## config.mk

```make
export PLATFORM = sky130hd
export DESIGN_NAME = mcss_top
export DESIGN_NICKNAME = d
export VERILOG_FILES = /design/src/mcss_pkg.sv /design/src/mcss_clock_switch.sv /design/src/mcss_top.sv
export VERILOG_INCLUDE_DIRS = /design/src
export SDC_FILE = /design/constraint.sdc
export NUM_CORES = 1
export LEC_CHECK = 0
export BUFFER_PORTS_ARGS = -buffer_cell sky130_fd_sc_hd__clkbuf_2
export CORE_MARGIN = 10
export CORE_UTILIZATION = 40
export CTS_CLUSTER_DIAMETER = 30
export CTS_CLUSTER_SIZE = 8
export DETAILED_ROUTE_END_ITERATION = 12
export PLACE_DENSITY = 0.75
export SLEW_MARGIN = 10
export SYNTH_ARGS = -nofsm -noshare
export SYNTH_HDL_FRONTEND = slang
export SYNTH_SLANG_ARGS = --single-unit
export TNS_END_PERCENT = 1
```

## constraint.sdc

```tcl
create_clock -name i_clk -period 2.1 [get_ports i_clk]
set_input_delay 0 -clock i_clk [delete_from_list [all_inputs] [get_ports i_clk]]
set_output_delay 0 -clock i_clk [all_outputs]
set_load 0.05 [all_outputs]
```

## src/mcss_map.svh

```systemverilog
// Purpose: register map and field positions of the processor clock select block
// Assumes: byte addressed Avalon-MM slave with 32-bit data
// Notes: printed offset is a register index; byte address is four times it
`ifndef MCSS_MAP_SVH
`define MCSS_MAP_SVH

// register index as printed, and its byte address
`define MCSS_CSS_INDEX 12'h0a5
`define MCSS_CSS_ADDR (`MCSS_CSS_INDEX * 4)
`define MCSS_CSS_RESET 8'h40

// field positions of processor_clock_source_select
`define MCSS_BIT_SLEEP 7
`define MCSS_BIT_RING_EN 6
`define MCSS_BIT_SRC 5
`define MCSS_RATE_HI 4
`define MCSS_RATE_LO 3
`define MCSS_BIT_STABLE 2

// clocks of the old and of the new source spent on a switch
`define MCSS_SWITCH_CYCLES 2'h3

`endif

```

## src/mcss_pkg.sv

```systemverilog
// Purpose: types shared by the processor clock select block
// Assumes: nothing beyond the map header
// Notes: source index 0 is the ring oscillator, 1..4 the crystal rates
`default_nettype none

package mcss_pkg;
    // clock source index: ring, 3.75, 7.5, 15, 30 MHz
    typedef logic [2:0] mcss_src_t;

    // power sequence of the sleep control
    typedef enum logic [1:0] {
        MCSS_PWR_RUN = 2'b00,
        MCSS_PWR_GATE_RING = 2'b01,
        MCSS_PWR_STOPPED = 2'b10
    } mcss_pwr_e;

    // phases of the glitch-free source switch
    typedef enum logic [1:0] {
        MCSS_SW_RUN = 2'b00,
        MCSS_SW_OLD = 2'b01,
        MCSS_SW_NEW = 2'b10
    } mcss_sw_e;
endpackage

`default_nettype wire

```

## src/mcss_clock_switch.sv

```systemverilog
// Purpose: glitch-free switch between five sampled clock source levels
// Assumes: source levels are synchronous samples taken on i_clk
// Notes: output changes source only while it is low, so no runt pulse
`include "mcss_map.svh"
`default_nettype none

module mcss_clock_switch
    import mcss_pkg::*;
(
    input wire logic i_clk,
    input wire logic i_resetn,
    input wire logic [4:0] i_src_lvl,
    input wire mcss_src_t i_target,
    input wire logic i_stop,
    output logic o_clk,
    output logic o_busy
);
    mcss_sw_e state_q, state_d;
    mcss_src_t cur_q, cur_d;
    logic [1:0] cnt_q, cnt_d;
    logic [4:0] prev_q;
    logic clk_q, clk_d;
    logic gate_q, gate_d;
    logic cur_fall;

    // falling edge of the source currently named by cur_q
    assign cur_fall = prev_q[cur_q] & ~i_src_lvl[cur_q];

    // next state: 3 old clocks, park low, 3 new clocks, then pass
    always_comb begin
        state_d = state_q;
        cur_d = cur_q;
        cnt_d = cnt_q;
        gate_d = gate_q;
        case (state_q)
            MCSS_SW_RUN: begin
                // stop and restart only take effect at a low level
                if (!i_src_lvl[cur_q]) begin
                    gate_d = ~i_stop;
                end
                if (i_target != cur_q && !i_stop) begin
                    state_d = MCSS_SW_OLD;
                    cnt_d = 2'h0;
                end
            end
            MCSS_SW_OLD: begin
                if (cur_fall) begin
                    cnt_d = cnt_q + 2'h1;
                    if (cnt_q + 2'h1 == `MCSS_SWITCH_CYCLES) begin
                        state_d = MCSS_SW_NEW;
                        cur_d = i_target;
                        cnt_d = 2'h0;
                        gate_d = 1'b0;
                    end
                end
            end
            MCSS_SW_NEW: begin
                if (cur_fall) begin
                    cnt_d = cnt_q + 2'h1;
                    if (cnt_q + 2'h1 == `MCSS_SWITCH_CYCLES) begin
                        state_d = MCSS_SW_RUN;
                        cnt_d = 2'h0;
                        gate_d = ~i_stop;
                    end
                end
            end
            default: begin
                state_d = MCSS_SW_RUN;
            end
        endcase
        // gated output low whenever the gate is shut
        clk_d = gate_d & i_src_lvl[cur_d];
    end

    // registers of the switch
    always_ff @(posedge i_clk or negedge i_resetn) begin
        if (!i_resetn) begin
            state_q <= MCSS_SW_RUN;
            cur_q <= 3'h0;
            cnt_q <= 2'h0;
            prev_q <= 5'h00;
            clk_q <= 1'b0;
            gate_q <= 1'b1;
        end else begin
            state_q <= state_d;
            cur_q <= cur_d;
            cnt_q <= cnt_d;
            prev_q <= i_src_lvl;
            clk_q <= clk_d;
            gate_q <= gate_d;
        end
    end

    assign o_clk = clk_q;
    assign o_busy = (state_q != MCSS_SW_RUN);
endmodule // mcss_clock_switch

`default_nettype wire

```

## src/mcss_top.sv

```systemverilog
// Purpose: processor clock source select, ring enable and sleep control
// Assumes: all inputs synchronous to i_clk; source clocks arrive as sampled levels
// Notes: one register on an Avalon-MM slave with one wait cycle per access
`include "mcss_map.svh"
`default_nettype none

// Operation
// sleep plus idle: gate ring, then stop all
// bit 6 enables or disables ring oscillator
// firmware enables ring before selecting it
// bit 5 zero forces ring, overrides rate
// bits 4:3 choose 3.75/7.5/15/30 MHz
// bit 2 reads live clocks-stable, write ignored
// firmware uses crystal clocks only once stable
// reset value 0x40, ring selected and enabled
// switch takes three old plus three new clocks
// firmware switches only with both clocks running
// firmware may alternate fast and slow clocks
// firmware waits settling after ring enable
// unmasked wakeup restarts ring and crystal oscillators
// switching never emits a short clock pulse
module mcss_top
    import mcss_pkg::*;
(
    input wire logic i_clk,
    input wire logic i_resetn,
    // avalon-mm slave
    input wire logic [11:0] i_avs_address,
    input wire logic i_avs_read,
    input wire logic i_avs_write,
    input wire logic [31:0] i_avs_writedata,
    input wire logic [3:0] i_avs_byteenable,
    output logic [31:0] o_avs_readdata,
    output logic o_avs_waitrequest,
    // processor side
    input wire logic i_power_control_register_idle,
    input wire logic i_wakeup,
    // clock sources, sampled levels
    input wire logic i_ring_osc_lvl,
    input wire logic i_xtal_3m75_lvl,
    input wire logic i_xtal_7m5_lvl,
    input wire logic i_xtal_15m_lvl,
    input wire logic i_xtal_30m_lvl,
    input wire logic i_phy_clocks_stable,
    // oscillator controls and processor clock
    output logic o_ring_osc_run,
    output logic o_xtal_run,
    output logic o_cpu_clk,
    output logic o_switch_busy,
    output logic o_sleeping
);
    // control bits of processor_clock_source_select
    logic sleep_q, sleep_d;
    logic ring_osc_enable_q, ring_osc_enable_d;
    logic processor_clock_source_q, processor_clock_source_d;
    logic [1:0] rate_q, rate_d;

    // bus slave state
    logic waitrequest_q, waitrequest_d;
    logic [31:0] readdata_q, readdata_d;

    // power sequence state
    mcss_pwr_e pwr_q, pwr_d;
    logic ring_run_q, ring_run_d;
    logic xtal_run_q, xtal_run_d;
    logic sleeping_q, sleeping_d;

    // switch wiring
    mcss_src_t target;
    logic sw_stop;
    logic sw_clk;
    logic sw_busy;
    logic busy_q;
    logic [4:0] src_lvl;

    // decoded bus access
    logic hit;
    logic wr_take;
    logic wr_lane0;
    logic [7:0] wbyte;

    // register image that a read returns, with the live stable flag
    logic [7:0] rd_image;

    // reset image; each control bit is cut from it so they cannot drift apart
    localparam logic [7:0] RESET_IMG = `MCSS_CSS_RESET;

    // source index from the select bit and the rate field
    // index 0 is the ring; 1 to 4 run from 3.75 up to 30 mhz
    function automatic mcss_src_t sel_index(input logic src, input logic [1:0] rate);
        mcss_src_t idx;
        idx = 3'h0;
        if (src) begin
            case (rate)
                2'h0: begin
                    idx = 3'h1;
                end
                2'h1: begin
                    idx = 3'h2;
                end
                2'h2: begin
                    idx = 3'h3;
                end
                default: begin
                    idx = 3'h4;
                end
            endcase
        end else begin
            // select bit low wins over whatever the rate field holds
            idx = 3'h0;
        end
        return idx;
    endfunction

    // register image as seen by a read
    function automatic logic [7:0] reg_image(
        input logic slp,
        input logic ren,
        input logic src,
        input logic [1:0] rate,
        input logic stable
    );
        logic [7:0] img;
        img = 8'h00;
        img[`MCSS_BIT_SLEEP] = slp;
        img[`MCSS_BIT_RING_EN] = ren;
        img[`MCSS_BIT_SRC] = src;
        img[`MCSS_RATE_HI:`MCSS_RATE_LO] = rate;
        img[`MCSS_BIT_STABLE] = stable;
        return img;
    endfunction

    // address decode; unmapped reads give zero, unmapped writes vanish
    // full address compared so aliases of the register never answer
    always_comb begin
        if (i_avs_address == 12'(`MCSS_CSS_ADDR)) begin
            hit = 1'b1;
        end else begin
            hit = 1'b0;
        end
    end

    // a write lands at the edge where waitrequest is seen low
    assign wr_take = i_avs_write & ~waitrequest_q & hit;
    assign wr_lane0 = wr_take & i_avs_byteenable[0];
    assign wbyte = i_avs_writedata[7:0];

    // stable flag is read live and never stored, so a read shows the current level
    always_comb begin
        rd_image = reg_image(sleep_q, ring_osc_enable_q, processor_clock_source_q, rate_q,
            i_phy_clocks_stable);
    end

    // bus answer: one wait cycle, then waitrequest low for one cycle
    always_comb begin
        waitrequest_d = 1'b1;
        readdata_d = readdata_q;
        if ((i_avs_read | i_avs_write) && waitrequest_q) begin
            waitrequest_d = 1'b0;
        end
        if (i_avs_read && waitrequest_q) begin
            readdata_d = 32'h0000_0000;
            if (hit) begin
                readdata_d[7:0] = rd_image;
            end
        end
    end

    // control register next values
    always_comb begin
        sleep_d = sleep_q;
        ring_osc_enable_d = ring_osc_enable_q;
        processor_clock_source_d = processor_clock_source_q;
        rate_d = rate_q;
        // wakeup clears sleep so the core does not drop straight back
        if (pwr_q != MCSS_PWR_RUN && i_wakeup) begin
            sleep_d = 1'b0;
        end
        // a write in the same cycle wins over the hardware clear
        if (wr_lane0) begin
            sleep_d = wbyte[`MCSS_BIT_SLEEP];
            ring_osc_enable_d = wbyte[`MCSS_BIT_RING_EN];
            processor_clock_source_d = wbyte[`MCSS_BIT_SRC];
            rate_d = wbyte[`MCSS_RATE_HI:`MCSS_RATE_LO];
            // stable bit and low bits are read-only, write dropped R6
        end
    end

    // sleep sequence: ring gated first, then every oscillator stopped
    // the switch ignores a stop while mid-way and parks the clock once back in run
    always_comb begin
        pwr_d = pwr_q;
        ring_run_d = ring_run_q;
        xtal_run_d = xtal_run_q;
        case (pwr_q)
            MCSS_PWR_RUN: begin
                ring_run_d = ring_osc_enable_d;
                xtal_run_d = 1'b1;
                if (sleep_q && i_power_control_register_idle) begin
                    pwr_d = MCSS_PWR_GATE_RING;
                    ring_run_d = 1'b0;
                end
            end
            MCSS_PWR_GATE_RING: begin
                if (i_wakeup) begin
                    pwr_d = MCSS_PWR_RUN;
                    ring_run_d = ring_osc_enable_q;
                end else begin
                    pwr_d = MCSS_PWR_STOPPED;
                    xtal_run_d = 1'b0;
                end
            end
            MCSS_PWR_STOPPED: begin
                ring_run_d = 1'b0;
                xtal_run_d = 1'b0;
                if (i_wakeup) begin
                    // both oscillators restart so either source can resume
                    pwr_d = MCSS_PWR_RUN;
                    ring_run_d = 1'b1;
                    xtal_run_d = 1'b1;
                end
            end
            default: begin
                pwr_d = MCSS_PWR_RUN;
                ring_run_d = ring_osc_enable_q;
                xtal_run_d = 1'b1;
            end
        endcase
        // decoded ahead of the edge so the port comes from a flop
        sleeping_d = (pwr_d == MCSS_PWR_STOPPED);
    end

    // control register, reset to 0x40: ring enabled and selected, rate 00
    always_ff @(posedge i_clk or negedge i_resetn) begin
        if (!i_resetn) begin
            sleep_q <= RESET_IMG[`MCSS_BIT_SLEEP];
            ring_osc_enable_q <= RESET_IMG[`MCSS_BIT_RING_EN];
            processor_clock_source_q <= RESET_IMG[`MCSS_BIT_SRC];
            rate_q <= RESET_IMG[`MCSS_RATE_HI:`MCSS_RATE_LO];
        end else begin
            sleep_q <= sleep_d;
            ring_osc_enable_q <= ring_osc_enable_d;
            processor_clock_source_q <= processor_clock_source_d;
            rate_q <= rate_d;
        end
    end

    // bus answer; waitrequest idles high so a request always sees one wait cycle
    always_ff @(posedge i_clk or negedge i_resetn) begin
        if (!i_resetn) begin
            waitrequest_q <= 1'b1;
            readdata_q <= 32'h0000_0000;
        end else begin
            waitrequest_q <= waitrequest_d;
            readdata_q <= readdata_d;
        end
    end

    // power sequence; both oscillators run out of reset so the ring can clock the core
    always_ff @(posedge i_clk or negedge i_resetn) begin
        if (!i_resetn) begin
            pwr_q <= MCSS_PWR_RUN;
            ring_run_q <= 1'b1;
            xtal_run_q <= 1'b1;
            sleeping_q <= 1'b0;
        end else begin
            pwr_q <= pwr_d;
            ring_run_q <= ring_run_d;
            xtal_run_q <= xtal_run_d;
            sleeping_q <= sleeping_d;
        end
    end

    // busy status; one cycle behind the switch, traded for a clean flop on the port
    always_ff @(posedge i_clk or negedge i_resetn) begin
        if (!i_resetn) begin
            busy_q <= 1'b0;
        end else begin
            busy_q <= sw_busy;
        end
    end

    // source select; relies on firmware having the target running R3 R7 R10
    assign target = sel_index(processor_clock_source_q, rate_q);
    assign sw_stop = (pwr_q != MCSS_PWR_RUN);
    assign src_lvl = {i_xtal_30m_lvl, i_xtal_15m_lvl, i_xtal_7m5_lvl,
        i_xtal_3m75_lvl, i_ring_osc_lvl};

    // glitch-free switch; its output is a flop inside
    // limitation: a source that stops while high leaves the processor clock parked high,
    // and a switch toward a stopped source never ends, so firmware keeps both running
    mcss_clock_switch u_switch (
        .i_clk(i_clk),
        .i_resetn(i_resetn),
        .i_src_lvl(src_lvl),
        .i_target(target),
        .i_stop(sw_stop),
        .o_clk(sw_clk),
        .o_busy(sw_busy)
    );

    // outputs straight from flops
    assign o_avs_readdata = readdata_q;
    assign o_avs_waitrequest = waitrequest_q;
    assign o_ring_osc_run = ring_run_q;
    assign o_xtal_run = xtal_run_q;
    assign o_cpu_clk = sw_clk;
    assign o_switch_busy = busy_q;
    assign o_sleeping = sleeping_q;
endmodule // mcss_top

`default_nettype wire
```

After elaboration in Yosys (flattened, before gate mapping)
Index checks and enable logic that the tools add are counted.
Widths: inputs -> output; s select.
{ "totals": {"reg_bits": 34, "inputBits": 60} }
{ "op_classes": {"n_addsub": 1, "order_cmp": 2, "eq_ne": 18, "muxes": 43, "bitwise": 9, "reduce_logical": 16} }
{ "op_table": {"columns": ["cell", "n"], "rows": [
  ["$mux 2", 11],
  ["$mux 1", 17],
  ["$eq 12x10->1 const B", 1],
  ["$mux 3", 4],
  ["$ne 2x1->1 const B", 6],
  ["$pmux 2 s3", 2],
  ["$eq 2x2->1 const B", 5],
  ["$bmux 1 s3", 3],
  ["$pmux 3 s3", 1],
  ["$lt 3x4->1 const B", 2],
  ["$mux 8", 1],
  ["$reduce_bool 2->1", 4],
  ["$eq 2x1->1 const B", 3],
  ["$logic_not 2->1", 3],
  ["$pmux 1 s3", 2],
  ["$and 1x1->1", 5],
  ["$logic_and 1x1->1", 5],
  ["$reduce_and 5->1", 1],
  ["$ne 2x2->1 const B", 2],
  ["$pmux 2 s2", 1],
  ["$ne 3x3->1", 1],
  ["$not 1->1", 3],
  ["$reduce_and 3->1", 1],
  ["$add 2x1->2 const B", 1],
  ["other kinds (4)", 4]
]} }

Logic depth before layout (Yosys ltp)
Gate-level depths: netlist (run 1).
{ "depth": {"ltp_word": 9, "depth_mapped": 9, "ltp_nobuf": 9} }

Modules after synthesis
A second synthesis (run 1) with hierarchy kept.
{ "hier_totals": {"cells_unflattened": 192, "hier_area_um2": 2037.0} }
{ "by_module_without_submodules": {"columns": ["module", "instances", "cells_per_inst", "area_per_inst_um2"], "rows": [
  ["mcss_top", 1, 93, 1037.2],
  ["mcss_clock_switch", 1, 99, 999.7]
]} }

Worst setup path before layout (run 1)
Ideal clock, no wire load.
{ "synth_timing": {"path_type": "reg-to-reg", "from": "register u_switch.cur_q[0]", "to": "register u_switch.clk_q, in the netlist u_switch.o_clk", "setup_ps": 124, "arrival_ps": 2069, "t_required_ps": 1976, "setup_slack_ps": -93, "stages_incl_launch_ff": 8, "synth_period_minus_slack_ps": 2193, "cell_sequence": "dfrtp_1 buf_6 mux4_2 o21a_4 o31ai_4 mux2i_1 nor3b_1 o31a_1"} }
{ "synth_via": {"elab_chain_len": 9, "word_cells_on_any_way": 16} }
{ "synth_rtl": {"columns": ["item", "line_no", "rtl"], "rows": [
  ["start: declaration", "mcss_clock_switch.sv:19", "mcss_src_t cur_q, cur_d;"],
  ["start signal: assignment", "mcss_clock_switch.sv:86", "cur_q <= cur_d;"],
  ["$bmux 1 s3", "mcss_clock_switch.sv:27", "assign cur_fall = prev_q[cur_q] & ~i_src_lvl[cur_q];"],
  ["$mux 1 (not written as such)", "mcss_clock_switch.sv:27", null],
  ["$not 1->1", "mcss_clock_switch.sv:27", null],
  ["$and 1x1->1", "mcss_clock_switch.sv:27", null],
  ["$mux 3", "mcss_clock_switch.sv:47", "if (cur_fall) begin"],
  ["$mux 3 *", "mcss_clock_switch.sv:35", "case (state_q)"],
  ["named net u_switch.cur_d[0]", "mcss_clock_switch.sv:19", null],
  ["$bmux 1 s3 *", "mcss_clock_switch.sv:72", "clk_d = gate_d & i_src_lvl[cur_d];"],
  ["$mux 1 (not written as such) *", "mcss_clock_switch.sv:72", null],
  ["$and 1x1->1 *", "mcss_clock_switch.sv:72", null],
  ["named net u_switch.clk_d", "mcss_clock_switch.sv:22", "logic clk_q, clk_d;"],
  ["end signal: assignment", "mcss_clock_switch.sv:89", "clk_q <= clk_d;"],
  ["end: declaration", "mcss_clock_switch.sv:22", null]
]} }
Mark *: on every way through the listed nets, which the timed path passes. The rest lies on a longest branch. The select of a mux whose other input is x is not followed.
A chain may end at the register's enable or synchronous reset.

Worst setup path in the final report (run 1)
{ "layout_timing": {"from": "register u_switch.cur_q[0]", "to": "register u_switch.clk_q, in the netlist u_switch.o_clk"} }
{ "layout_via": {"elab_chain_len": 9, "word_cells_on_any_way": 16} }
{ "layout_rtl": {"columns": ["item", "line_no"], "rows": [
  ["$bmux 1 s3", "mcss_clock_switch.sv:27"],
  ["$mux 1 (not written as such)", "mcss_clock_switch.sv:27"],
  ["$not 1->1", "mcss_clock_switch.sv:27"],
  ["$and 1x1->1 *", "mcss_clock_switch.sv:27"],
  ["$mux 3 *", "mcss_clock_switch.sv:47"],
  ["$mux 3 *", "mcss_clock_switch.sv:35"],
  ["named net u_switch.cur_d[2]", "mcss_clock_switch.sv:19"],
  ["$bmux 1 s3 *", "mcss_clock_switch.sv:72"],
  ["$mux 1 (not written as such) *", "mcss_clock_switch.sv:72"],
  ["$and 1x1->1 *", "mcss_clock_switch.sv:72"],
  ["named net u_switch.clk_d", "mcss_clock_switch.sv:22"]
]} }
Marked as above.

==> results of run 1 <==
==> power breakdown <==
group          internal (mW)  leakage [nW]  switching (mW)  total (mW)
Sequential             0.703         0.402          0.0540       0.757
Clock                  0.261        0.0510           0.233       0.494
Combinational          0.361         0.717           0.481       0.841
Total                   1.33          1.17           0.767        2.09
==> synth_stat cells (2+ instances only) <==
cell | count | area, um2
nand3_1 | 3 | 15.01
mux2i_1 | 4 | 40.04
buf_4 | 26 | 195.2
nor2_1 | 11 | 41.29
nor2b_1 | 2 | 12.51
ha_1 | 7 | 87.58
dfstp_2 | 5 | 131.4
nor3_1 | 2 | 10.01
o31ai_1 | 2 | 15.01
nor3b_1 | 3 | 22.52
nand2_1 | 20 | 75.07
nor4b_1 | 3 | 26.28
a21oi_1 | 5 | 25.02
o21ai_0 | 10 | 50.05
mux2_2 | 8 | 90.09
clkbuf_1 | 3 | 11.26
inv_1 | 10 | 37.54
xor2_1 | 2 | 17.52
dfrtp_1 | 27 | 675.7
nand2b_1 | 2 | 12.51
==> how the worst max path moves through the flow <==
stage / start / to / slack [ns] / depth (start not counted)
after floorplan: u_switch.cur_q[0] / u_switch.o_clk / -0.04 / 7
after global placement: u_switch.cur_q[0] / u_switch.o_clk / -0.11 / 7
after detailed placement: u_switch.cur_q[0] / u_switch.o_clk / -0.24 / 7
after CTS: u_switch.cur_q[0] / u_switch.o_clk / -0.13 / 6
after global routing: u_switch.cur_q[0] / u_switch.o_clk / -0.24 / 6
final: u_switch.cur_q[0] / u_switch.o_clk / -0.15 / 6
==> layout make-up <==
| cell class | count | area share, % |
|---|---|---|
| clock buffers | 6 | 3.441 |
| clock inverters | 2 | 0.4171 |
| inverters | 10 | 1.564 |
| multi-input cells | 134 | 37.80 |
| flip-flops and latches | 32 | 33.63 |
| well taps | 52 | 2.711 |
| repair buffers | 74 | 20.44 |
==> per-stage QoR <==
| step | cell area [um2] | setup WS, ns | TNS (ns) | power, mW | instances |
|---|---|---|---|---|---|
| after floorplan | 1928 | -0.04168 | -0.04168 | 1.334 | 207 |
| after global placement | 2097 | -0.1061 | -0.1061 | 1.489 | 285 |
| after detailed placement | 2097 | -0.2411 | -0.3307 | 1.516 | 285 |
| after CTS | 2377 | -0.1283 | -0.1758 | 2.076 | 309 |
| after global routing | 2400 | -0.2394 | -0.6585 | 2.229 | 310 |
| final | 2400 | -0.1509 | -0.1883 | 2.092 | 310 |
==> state kept, by name (all words and copies together), names as in the netlist, 2 cells and up <==
| register | cells |
|---|---|
| o_avs_readdata | 6 |
| u_switch.prev_q | 5 |
| u_switch.cur_q | 3 |
| pwr_q | 2 |
| rate_q | 2 |
| u_switch.cnt_q | 2 |
| u_switch.state_q | 2 |
==> per-layer routing <==
layer | global-route usage (%) | routed length, um
met5 | 0 | 0
met4 | 4.783 | 69
met2 | 19.31 | 2190
met1 | 13.48 | 1782
met3 | 3.900 | 345
==> repair_timing <==
action	CTS	global route
setup endpoints to repair	3	5
hold endpoints to repair	42	1
gates cloned	0	0
pin swaps	1	2
resized for setup	6	3
setup buffers	1	1
==> logic make-up (layout without fill, tap and decap cells) <==
| kind of cell | after synthesis | in the layout | share of synthesized area [%] |
|---|---|---|---|
| and+or+nand+nor | 52 | 52 | 14.19 |
| buffers and inverters | 41 | 92 | 14.12 |
| AOI/OAI and AO/OA | 33 | 33 | 12.96 |
| DFF | 32 | 32 | 44.00 |
| muxes | 13 | 13 | 8.322 |
| adders and majority gates | 7 | 7 | 4.775 |
| xor gates and xnor gates | 3 | 3 | 1.433 |
| other | 1 | 26 | 0.2044 |
==> impl_metrics.csv, run 1 <==
group,metric,value,unit
run_status,status,"complete, but fails checks",
run_status,violations,"negative hold slack, negative setup slack",
setup_path,crit_slowest_cell,"mux4_2",
grt,grt_max_degree,33,
detailed_routing,first_pass_iters,4,
timing,fmax,444.3,MHz
timing,fin_crit,2.251,ns
cells_and_area,layout_common_cells,"41 x clkbuf_2, 27 x dfrtp_1, 26 x conb_1",
yosys,synth-seq-cells,32,
setup_path,crit_buf_inv,0,
hold_path,hp-class,"in -> reg",
detailed_routing,postRouteAntennaNets,0,
setup_path,rr_worst_depth,6,
setup_path,worst_setup_path_start_kind,"flop",
yosys,synth_flop_cell,"dfrtp_1",
detailed_routing,first_iter_violations,73,
placement,hpwl,3325,um
clock_tree,cts.clk_slew.worst_paths,0.06,ns
cells_and_area,multiInputGateArea,907.1,um2
cells_and_area,syn_to_final_growth,30.83,%
hold_path,min_to,"u_switch.prev_q[3]",
clock_tree,clock-sinks,32,
yosys,synth-edff-count,0,
cells_and_area,drive_above_1_share,35.27,%
floorplan,dieArea,7694,um2
detailed_routing,drc,0,
setup_path,cp_cell_sequence,"mux4_2, o21a_4, nor2_1, mux2i_2, nor3_1, o31a_1",
grt,grt_pass1_wl,7141,um
grt,grt_pass1_vias,1494,
floorplan,core,4384,um2
clock_tree,cts_tree,"built",
yosys,yosysWarnings,0,
power,p_per_area,871.9,nW/um2
cells_and_area,antenna_cells,0,
setup_path,arrival,2.42,ns
clock_tree,cts_root_buf,"clkbuf_8",
timing,slew_headroom,46.86,%
yosys,syn_inst,182,
setup_path,critPathMaxFanout,4,
floorplan,die_h,87.72,um
timing,finalHoldViolations,1,
setup_path,cp.required,2.27,ns
yosys,yosysSeqAreaShare,44.00,%
clock_tree,htree_levels,2,
setup_path,r2r_start,"u_switch.cur_q[0]",
flow_run,maxCapViolations,0,
detailed_routing,routed_wl,4387,um
placement,port_buffers,41,
timing,layout_setup_ws,-0.1509,ns
setup_path,rrSetupSlack,-0.15,ns
cells_and_area,nNetsFinal,324,
power,peakVddDrop,0.0007660,V
placement,gp_congestion,0.7804,
hold_path,hold_depth,1,
yosys,syn_avg_cell_area,10.08,um2
setup_path,crit_family,"multiplexers",
setup_path,critPathKind,"reg -> reg",
cells_and_area,final_common_cell,"clkbuf_2",
timing,final_max_slew_viol_count,0,
floorplan,placement_rows,24,
timing,hold_ws,-0.1249,ns
timing,fin_crit_sh,107.2,%
timing,fin_skew,0.004016,ns
yosys,async_reset_ff_share,100.0,%
detailed_routing,num_vias,1442,
yosys,syn_area,1834,um2
yosys,yosysUniqueCellTypes,47,
cells_and_area,final-seq-area,807.0,um2
power,power.leakage,1.171,nW
detailed_routing,viasPerCell,4.652,
floorplan,ios,98,
clock_tree,clockBufferDepth,2,
clock_tree,cts_hold_buffers,15,
timing,setup_viol,2,
cells_and_area,finalCoreUtilization,54.74,%
clock_tree,cts_buffers,5,
floorplan,die_w,87.72,um
cells_and_area,num-fill-cells,411,
setup_path,slowest_delay,0.56,ns
detailed_routing,routedWlPerCell,14.15,um
clock_tree,clk_latency,0.29,ns
setup_path,endpoint_kind,"flop",
grt,grtUsageTotal,11.65,%
floorplan,start_util,41.84,%
timing,rsz0062_at_grt,"true",
timing,worst_slew_pin_slew,0.7971,ns
grt,grt-ovfl-total,0,
hold_path,holdCritStartpoint,"i_xtal_15m_lvl",
setup_path,r2r-end,"u_switch.o_clk",
grt,antenna_found_initial,0,
Note: power is estimated with default switching activity, not from simulation.
==> run 2, diff against run 1 <==
--- a/config.mk
+++ b/config.mk
@@ -17,4 +17,3 @@
 export SYNTH_ARGS = -nofsm -noshare
 export SYNTH_HDL_FRONTEND = slang
 export SYNTH_SLANG_ARGS = --single-unit
-export TNS_END_PERCENT = 1
==> impl_metrics.csv, run 2 (synthesis results as in run 1) <==
group,metric,value,unit
run_status,status,"complete, but fails checks",
run_status,violations,"negative setup slack",
cells_and_area,drive_above_1_share,35.14,%
setup_path,r2r-end,"u_switch.o_clk",
cells_and_area,nNetsFinal,325,
grt,grt_max_degree,33,
clock_tree,cts_root_buf,"clkbuf_8",
cells_and_area,multiInputGateArea,915.9,um2
cells_and_area,antenna_cells,0,
cells_and_area,final-seq-area,807.0,um2
detailed_routing,num_vias,1456,
detailed_routing,drc,0,
placement,hpwl,3325,um
setup_path,critPathMaxFanout,4,
floorplan,die_w,87.72,um
placement,port_buffers,41,
floorplan,ios,98,
timing,finalHoldViolations,0,
floorplan,die_h,87.72,um
timing,setup_viol,2,
detailed_routing,postRouteAntennaNets,0,
clock_tree,clock-sinks,32,
floorplan,dieArea,7694,um2
timing,fin_crit,2.254,ns
grt,top_usage_layer,"met2",
setup_path,rr_worst_depth,6,
detailed_routing,routedWlPerCell,14.23,um
timing,layout_setup_ws,-0.1544,ns
detailed_routing,routed_wl,4425,um
placement,gp_congestion,0.7804,
grt,grt_use_met1,13.48,%
clock_tree,clk_latency,0.29,ns
clock_tree,clockBufferDepth,2,
timing,slew_headroom,46.97,%
setup_path,worst_setup_path_start_kind,"flop",
clock_tree,cts_tree,"built",
cells_and_area,design_area,2426,um2
flow_run,maxCapViolations,0,
power,peakVddDrop,0.0007712,V
detailed_routing,first_iter_violations,73,
cells_and_area,largest_reg_flops,6,
clock_tree,cts_buffers,5,
grt,grtUsageTotal,11.65,%
grt,met3_usage,3.900,%
timing,fmax,443.6,MHz
timing,worst_slew_pin_slew,0.7954,ns
grt,antenna_found_initial,0,
power,power.leakage,1.179,nW
detailed_routing,viasPerCell,4.682,
cells_and_area,syn_to_final_growth,32.26,%
power,totalPowerFinal,2.120,mW
setup_path,r2r_start,"u_switch.cur_q[0]",
timing,rsz0062_at_grt,"true",
detailed_routing,first_pass_iters,4,
setup_path,arrival,2.43,ns
grt,grt-ovfl-total,0,
clock_tree,htree_levels,2,
power,p_per_area,873.7,nW/um2
timing,hold_ws,0.1328,ns
clock_tree,cts.clk_slew.worst_paths,0.07,ns
placement,place_inst,285,
cells_and_area,layout_common_cells,"41 x clkbuf_2, 27 x dfrtp_1, 26 x conb_1",
grt,grt_pass1_wl,7141,um
cells_and_area,fin_cells,311,
hold_path,min_to,"ring_osc_enable_q",
setup_path,critPathKind,"reg -> reg",
floorplan,placement_rows,24,
hold_path,hold_depth,3,
grt,groute.layer.met2.usage,19.31,%
hold_path,holdCritStartpoint,"i_avs_write",
setup_path,endpoint_kind,"flop",
grt,grt_pass1_vias,1494,
floorplan,core,4384,um2
timing,fin_crit_sh,107.4,%
timing,final_max_slew_viol_count,0,
placement,pre_cts_ws,-0.2411,ns
timing,fin_skew,0.004404,ns
placement,dpl-instance-area,2097,um2
floorplan,start_util,41.84,%
hold_path,hp-class,"in -> reg",
setup_path,rrSetupSlack,-0.15,ns
cells_and_area,num-fill-cells,408,
setup_path,cp.required,2.27,ns
cells_and_area,final_common_cell,"clkbuf_2",
## run 2: cell types whose count changed in the layout (fill, tap and decap cells not counted), moves of 2 or more
cell     previous run  this run
a21oi_1             5         3
a21oi_2             0         2
buf_4              18        16
buf_6               0         2
## run 2: critical path: stages, from the launching register on
cell	delay [ns]
dfrtp_1	0.39
mux4_2	0.57
o21a_4	0.24
o31ai_4	0.31
mux2i_1	0.26
nor3_1	0.06
o31a_1	0.29
## run 2: layout make-up
| class | count | area share (%) |
|---|---|---|
| clock buffer | 6 | 3.404 |
| clock inverter | 2 | 0.4126 |
| inverter | 10 | 1.547 |
| multi-input combinational | 134 | 37.75 |
| sequential | 32 | 33.26 |
| tap | 52 | 2.682 |
| timing repair buffer | 75 | 20.94 |
## run 2: worst max path at each step
stage | start | end | slack [ns] | cells after the start
after CTS | u_switch.cur_q[0] | u_switch.o_clk | -0.13 | 6
after global placement | u_switch.cur_q[0] | u_switch.o_clk | -0.11 | 7
after global routing | u_switch.cur_q[0] | u_switch.o_clk | -0.25 | 6
after floorplan | u_switch.cur_q[0] | u_switch.o_clk | -0.04 | 7
final | u_switch.cur_q[0] | u_switch.o_clk | -0.15 | 6
after detailed placement | u_switch.cur_q[0] | u_switch.o_clk | -0.24 | 7
## run 2: what timing repair did
item | CTS | global route
setup endpoints to repair | 3 | 5
pin swaps | 1 | 1
buffers inserted | 1 | 1
gates resized for setup | 6 | 7
hold buffers | 15 | 1
endpoints found under the hold margin | 42 | 1
cloned | 0 | 0
## run 2: metal layers
metal  vias to the layer above  wire length [um]
li1                        725                 -
met1                       679              1788
met2                        45              2211
met3                         7               352
met4                         0                74
met5                         -                 0
## run 2: power breakdown
part	switching [mW]	total [mW]	leakage, nW	internal, mW
Clock	0.233	0.494	0.0510	0.261
Sequential	0.0550	0.758	0.402	0.703
Combinational	0.491	0.868	0.726	0.377
## run 2: through the flow
| step | TNS [ns] | utilization, % |
|---|---|---|
| finish | -0.1892 | 55.34 |
| global route | -0.5893 | 55.34 |
| CTS | -0.1758 | 54.22 |
| detailed placement | -0.3307 | 47.83 |
| global placement | -0.1061 | 47.83 |
| floorplan | -0.04168 | - |
==> run 3, diff against run 2 <==
--- a/config.mk
+++ b/config.mk
@@ -8,11 +8,12 @@
 export LEC_CHECK = 0
 export BUFFER_PORTS_ARGS = -buffer_cell sky130_fd_sc_hd__clkbuf_2
 export CORE_MARGIN = 10
-export CORE_UTILIZATION = 40
+export CORE_UTILIZATION = 42
+export CTS_BUF_LIST = sky130_fd_sc_hd__clkbuf_8
 export CTS_CLUSTER_DIAMETER = 30
 export CTS_CLUSTER_SIZE = 8
 export DETAILED_ROUTE_END_ITERATION = 12
-export PLACE_DENSITY = 0.75
+export PLACE_DENSITY = 0.79
 export SLEW_MARGIN = 10
 export SYNTH_ARGS = -nofsm -noshare
 export SYNTH_HDL_FRONTEND = slang
==> impl_metrics.csv, run 3 (synthesis results as in run 1) <==
group,metric,value,unit
grt,grt_max_degree,33,
placement,hpwl,3117,um
timing,finalSetupTns,-0.05937,ns
cells_and_area,multiInputGateArea,915.9,um2
run_status,status,"complete, but fails checks",
detailed_routing,postRouteAntennaNets,0,
detailed_routing,viasPerCell,4.813,
power,switchingPower,0.7451,mW
cells_and_area,design_area,2391,um2
placement,dpl-instance-area,2057,um2
cells_and_area,num-fill-cells,352,
timing,hold_ws,-0.1336,ns
grt,grt_pass1_wl,6630,um
power,peakVddDrop,0.0006689,V
floorplan,dieArea,7411,um2
power,p_per_area,898.2,nW/um2
power,power.share.combinational,38.1,%
clock_tree,cts_buffers,5,
floorplan,die_w,86.09,um
setup_path,worst_setup_path_start_kind,"flop",
setup_path,critPathMaxFanout,4,
setup_path,r2r-end,"u_switch.o_clk",
clock_tree,cts.clk_slew.worst_paths,0.06,ns
cells_and_area,antenna_cells,0,
detailed_routing,first_pass_iters,4,
power,totalPowerFinal,2.148,mW
placement,pre_cts_ws,-0.1157,ns
floorplan,start_util,44.57,%
power,power.leakage,1.154,nW
timing,fin_crit_sh,102.8,%
timing,final_max_slew_viol_count,0,
clock_tree,clock-sinks,32,
timing,slew_headroom,49.05,%
setup_path,endpoint,"u_switch.o_clk",
timing,fin_skew,0.004387,ns
clock_tree,clk_latency,0.28,ns
floorplan,placement_rows,23,
flow_run,maxCapViolations,0,
cells_and_area,nNetsFinal,320,
grt,grtUsageTotal,10.65,%
detailed_routing,num_vias,1463,
power,p_sw_share,34.69,%
setup_path,cp.required,2.27,ns
clock_tree,cts_tree,"built",
grt,antenna_found_initial,0,
setup_path,arrival,2.32,ns
grt,grt_pass1_vias,1519,
cells_and_area,final_common_cell,"clkbuf_2",
setup_path,rr_worst_depth,6,
setup_path,critical_path.startpoint,"u_switch.cur_q[0]",
clock_tree,htree_levels,2,
setup_path,rrSetupSlack,-0.06,ns
timing,fmax,463.1,MHz
placement,port_buffers,41,
setup_path,r2r_start,"u_switch.cur_q[0]",
setup_path,endpoint_kind,"flop",
cells_and_area,final-seq-area,807.0,um2
timing,rsz0062_at_grt,"true",
detailed_routing,first_iter_violations,96,
placement,gp_congestion,0.7957,
floorplan,core,4115,um2
detailed_routing,routed_wl,4086,um
timing,setup_viol,1,
timing,worst_slew_pin_slew,0.7643,ns
clock_tree,clockBufferDepth,2,
timing,finalHoldViolations,1,
cells_and_area,largest_reg_flops,6,
cells_and_area,syn_to_final_growth,30.35,%
detailed_routing,drc,0,
setup_path,critPathKind,"reg -> reg",
run_status,violations,"negative hold slack, negative setup slack",
power,internal-power,1.403,mW
clock_tree,cts_root_buf,"clkbuf_8",
hold_path,hp-class,"in -> reg",
timing,fin_crit,2.159,ns
timing,layout_setup_ws,-0.05937,ns
power,p_seq_share,35.2,%
grt,grt-ovfl-total,0,
cells_and_area,layout_common_cells,"41 x clkbuf_2, 27 x dfrtp_1, 26 x conb_1",
floorplan,die_h,86.09,um
power,pwr-share-clk,26.7,%
cells_and_area,drive_above_1_share,34.65,%
clock_tree,cts_hold_buffers,15,
detailed_routing,routedWlPerCell,13.44,um
floorplan,ios,98,
## run 3: worst min path at each step
stage / startpoint / to / depth (start not counted)
after global routing: i_xtal_15m_lvl / u_switch.prev_q[3] / 1
after CTS: i_xtal_15m_lvl / u_switch.prev_q[3] / 1
after floorplan: i_resetn / o_avs_readdata[2] / 0
after global placement: i_resetn / o_avs_readdata[4] / 1
final: i_xtal_15m_lvl / u_switch.prev_q[3] / 1
after detailed placement: i_resetn / o_avs_readdata[2] / 1
## run 3: through the flow
step / instances / hold WS (ns) / utilization, %
2_1_floorplan: 207 / -0.2956 / -
3_3_place_gp: 278 / 0.1073 / 49.98
3_5_place_dp: 278 / 0.1137 / 49.98
4_1_cts: 302 / -0.1421 / 56.86
5_1_grt: 304 / -0.1380 / 58.10
6_report: 304 / -0.1336 / 58.10
## run 3: routing by layer
layer / up-vias / GRT usage [%] / wire length [um]
li1: 717 / - / -
met1: 695 / 11.06 / 1582
met2: 49 / 18.46 / 2058
met3: 2 / 5.203 / 440
met4: 0 / 3.144 / 4
met5: - / 0 / 0
## run 3: cell type report
cell class / instances / share of cell area (%)
clock buffers: 5 / 2.878
clock inverters: 3 / 1.622
inverters: 10 / 1.570
multi-input cells: 134 / 38.30
flip-flops and latches: 32 / 33.75
well taps: 50 / 2.616
repair buffers: 70 / 19.26
## run 3: power groups by stage
stage | Sequential (mW) | Clock (mW) | Combinational (mW)
CTS | 0.757 | 0.587 | 0.778
detailed placement | 0.768 | 0 | 0.731
floorplan | 0.823 | 0 | 0.511
finish | 0.757 | 0.573 | 0.817
global route | 0.769 | 0.617 | 0.893
global placement | 0.765 | 0 | 0.714
## run 3: worst max-delay path, cell delays in order (launching register included)
cell	delay, ns
dfrtp_1	0.36
mux4_2	0.55
o21a_4	0.26
nor2_2	0.16
mux2i_2	0.33
nor3_1	0.09
o31a_1	0.29
## run 3: timing repair
item                       in CTS  in global routing
buffers inserted                1                  2
setup endpoints to repair       2                  4
pin swaps                       2                  3
gates resized for setup         4                  6
hold endpoints to repair       42                  1
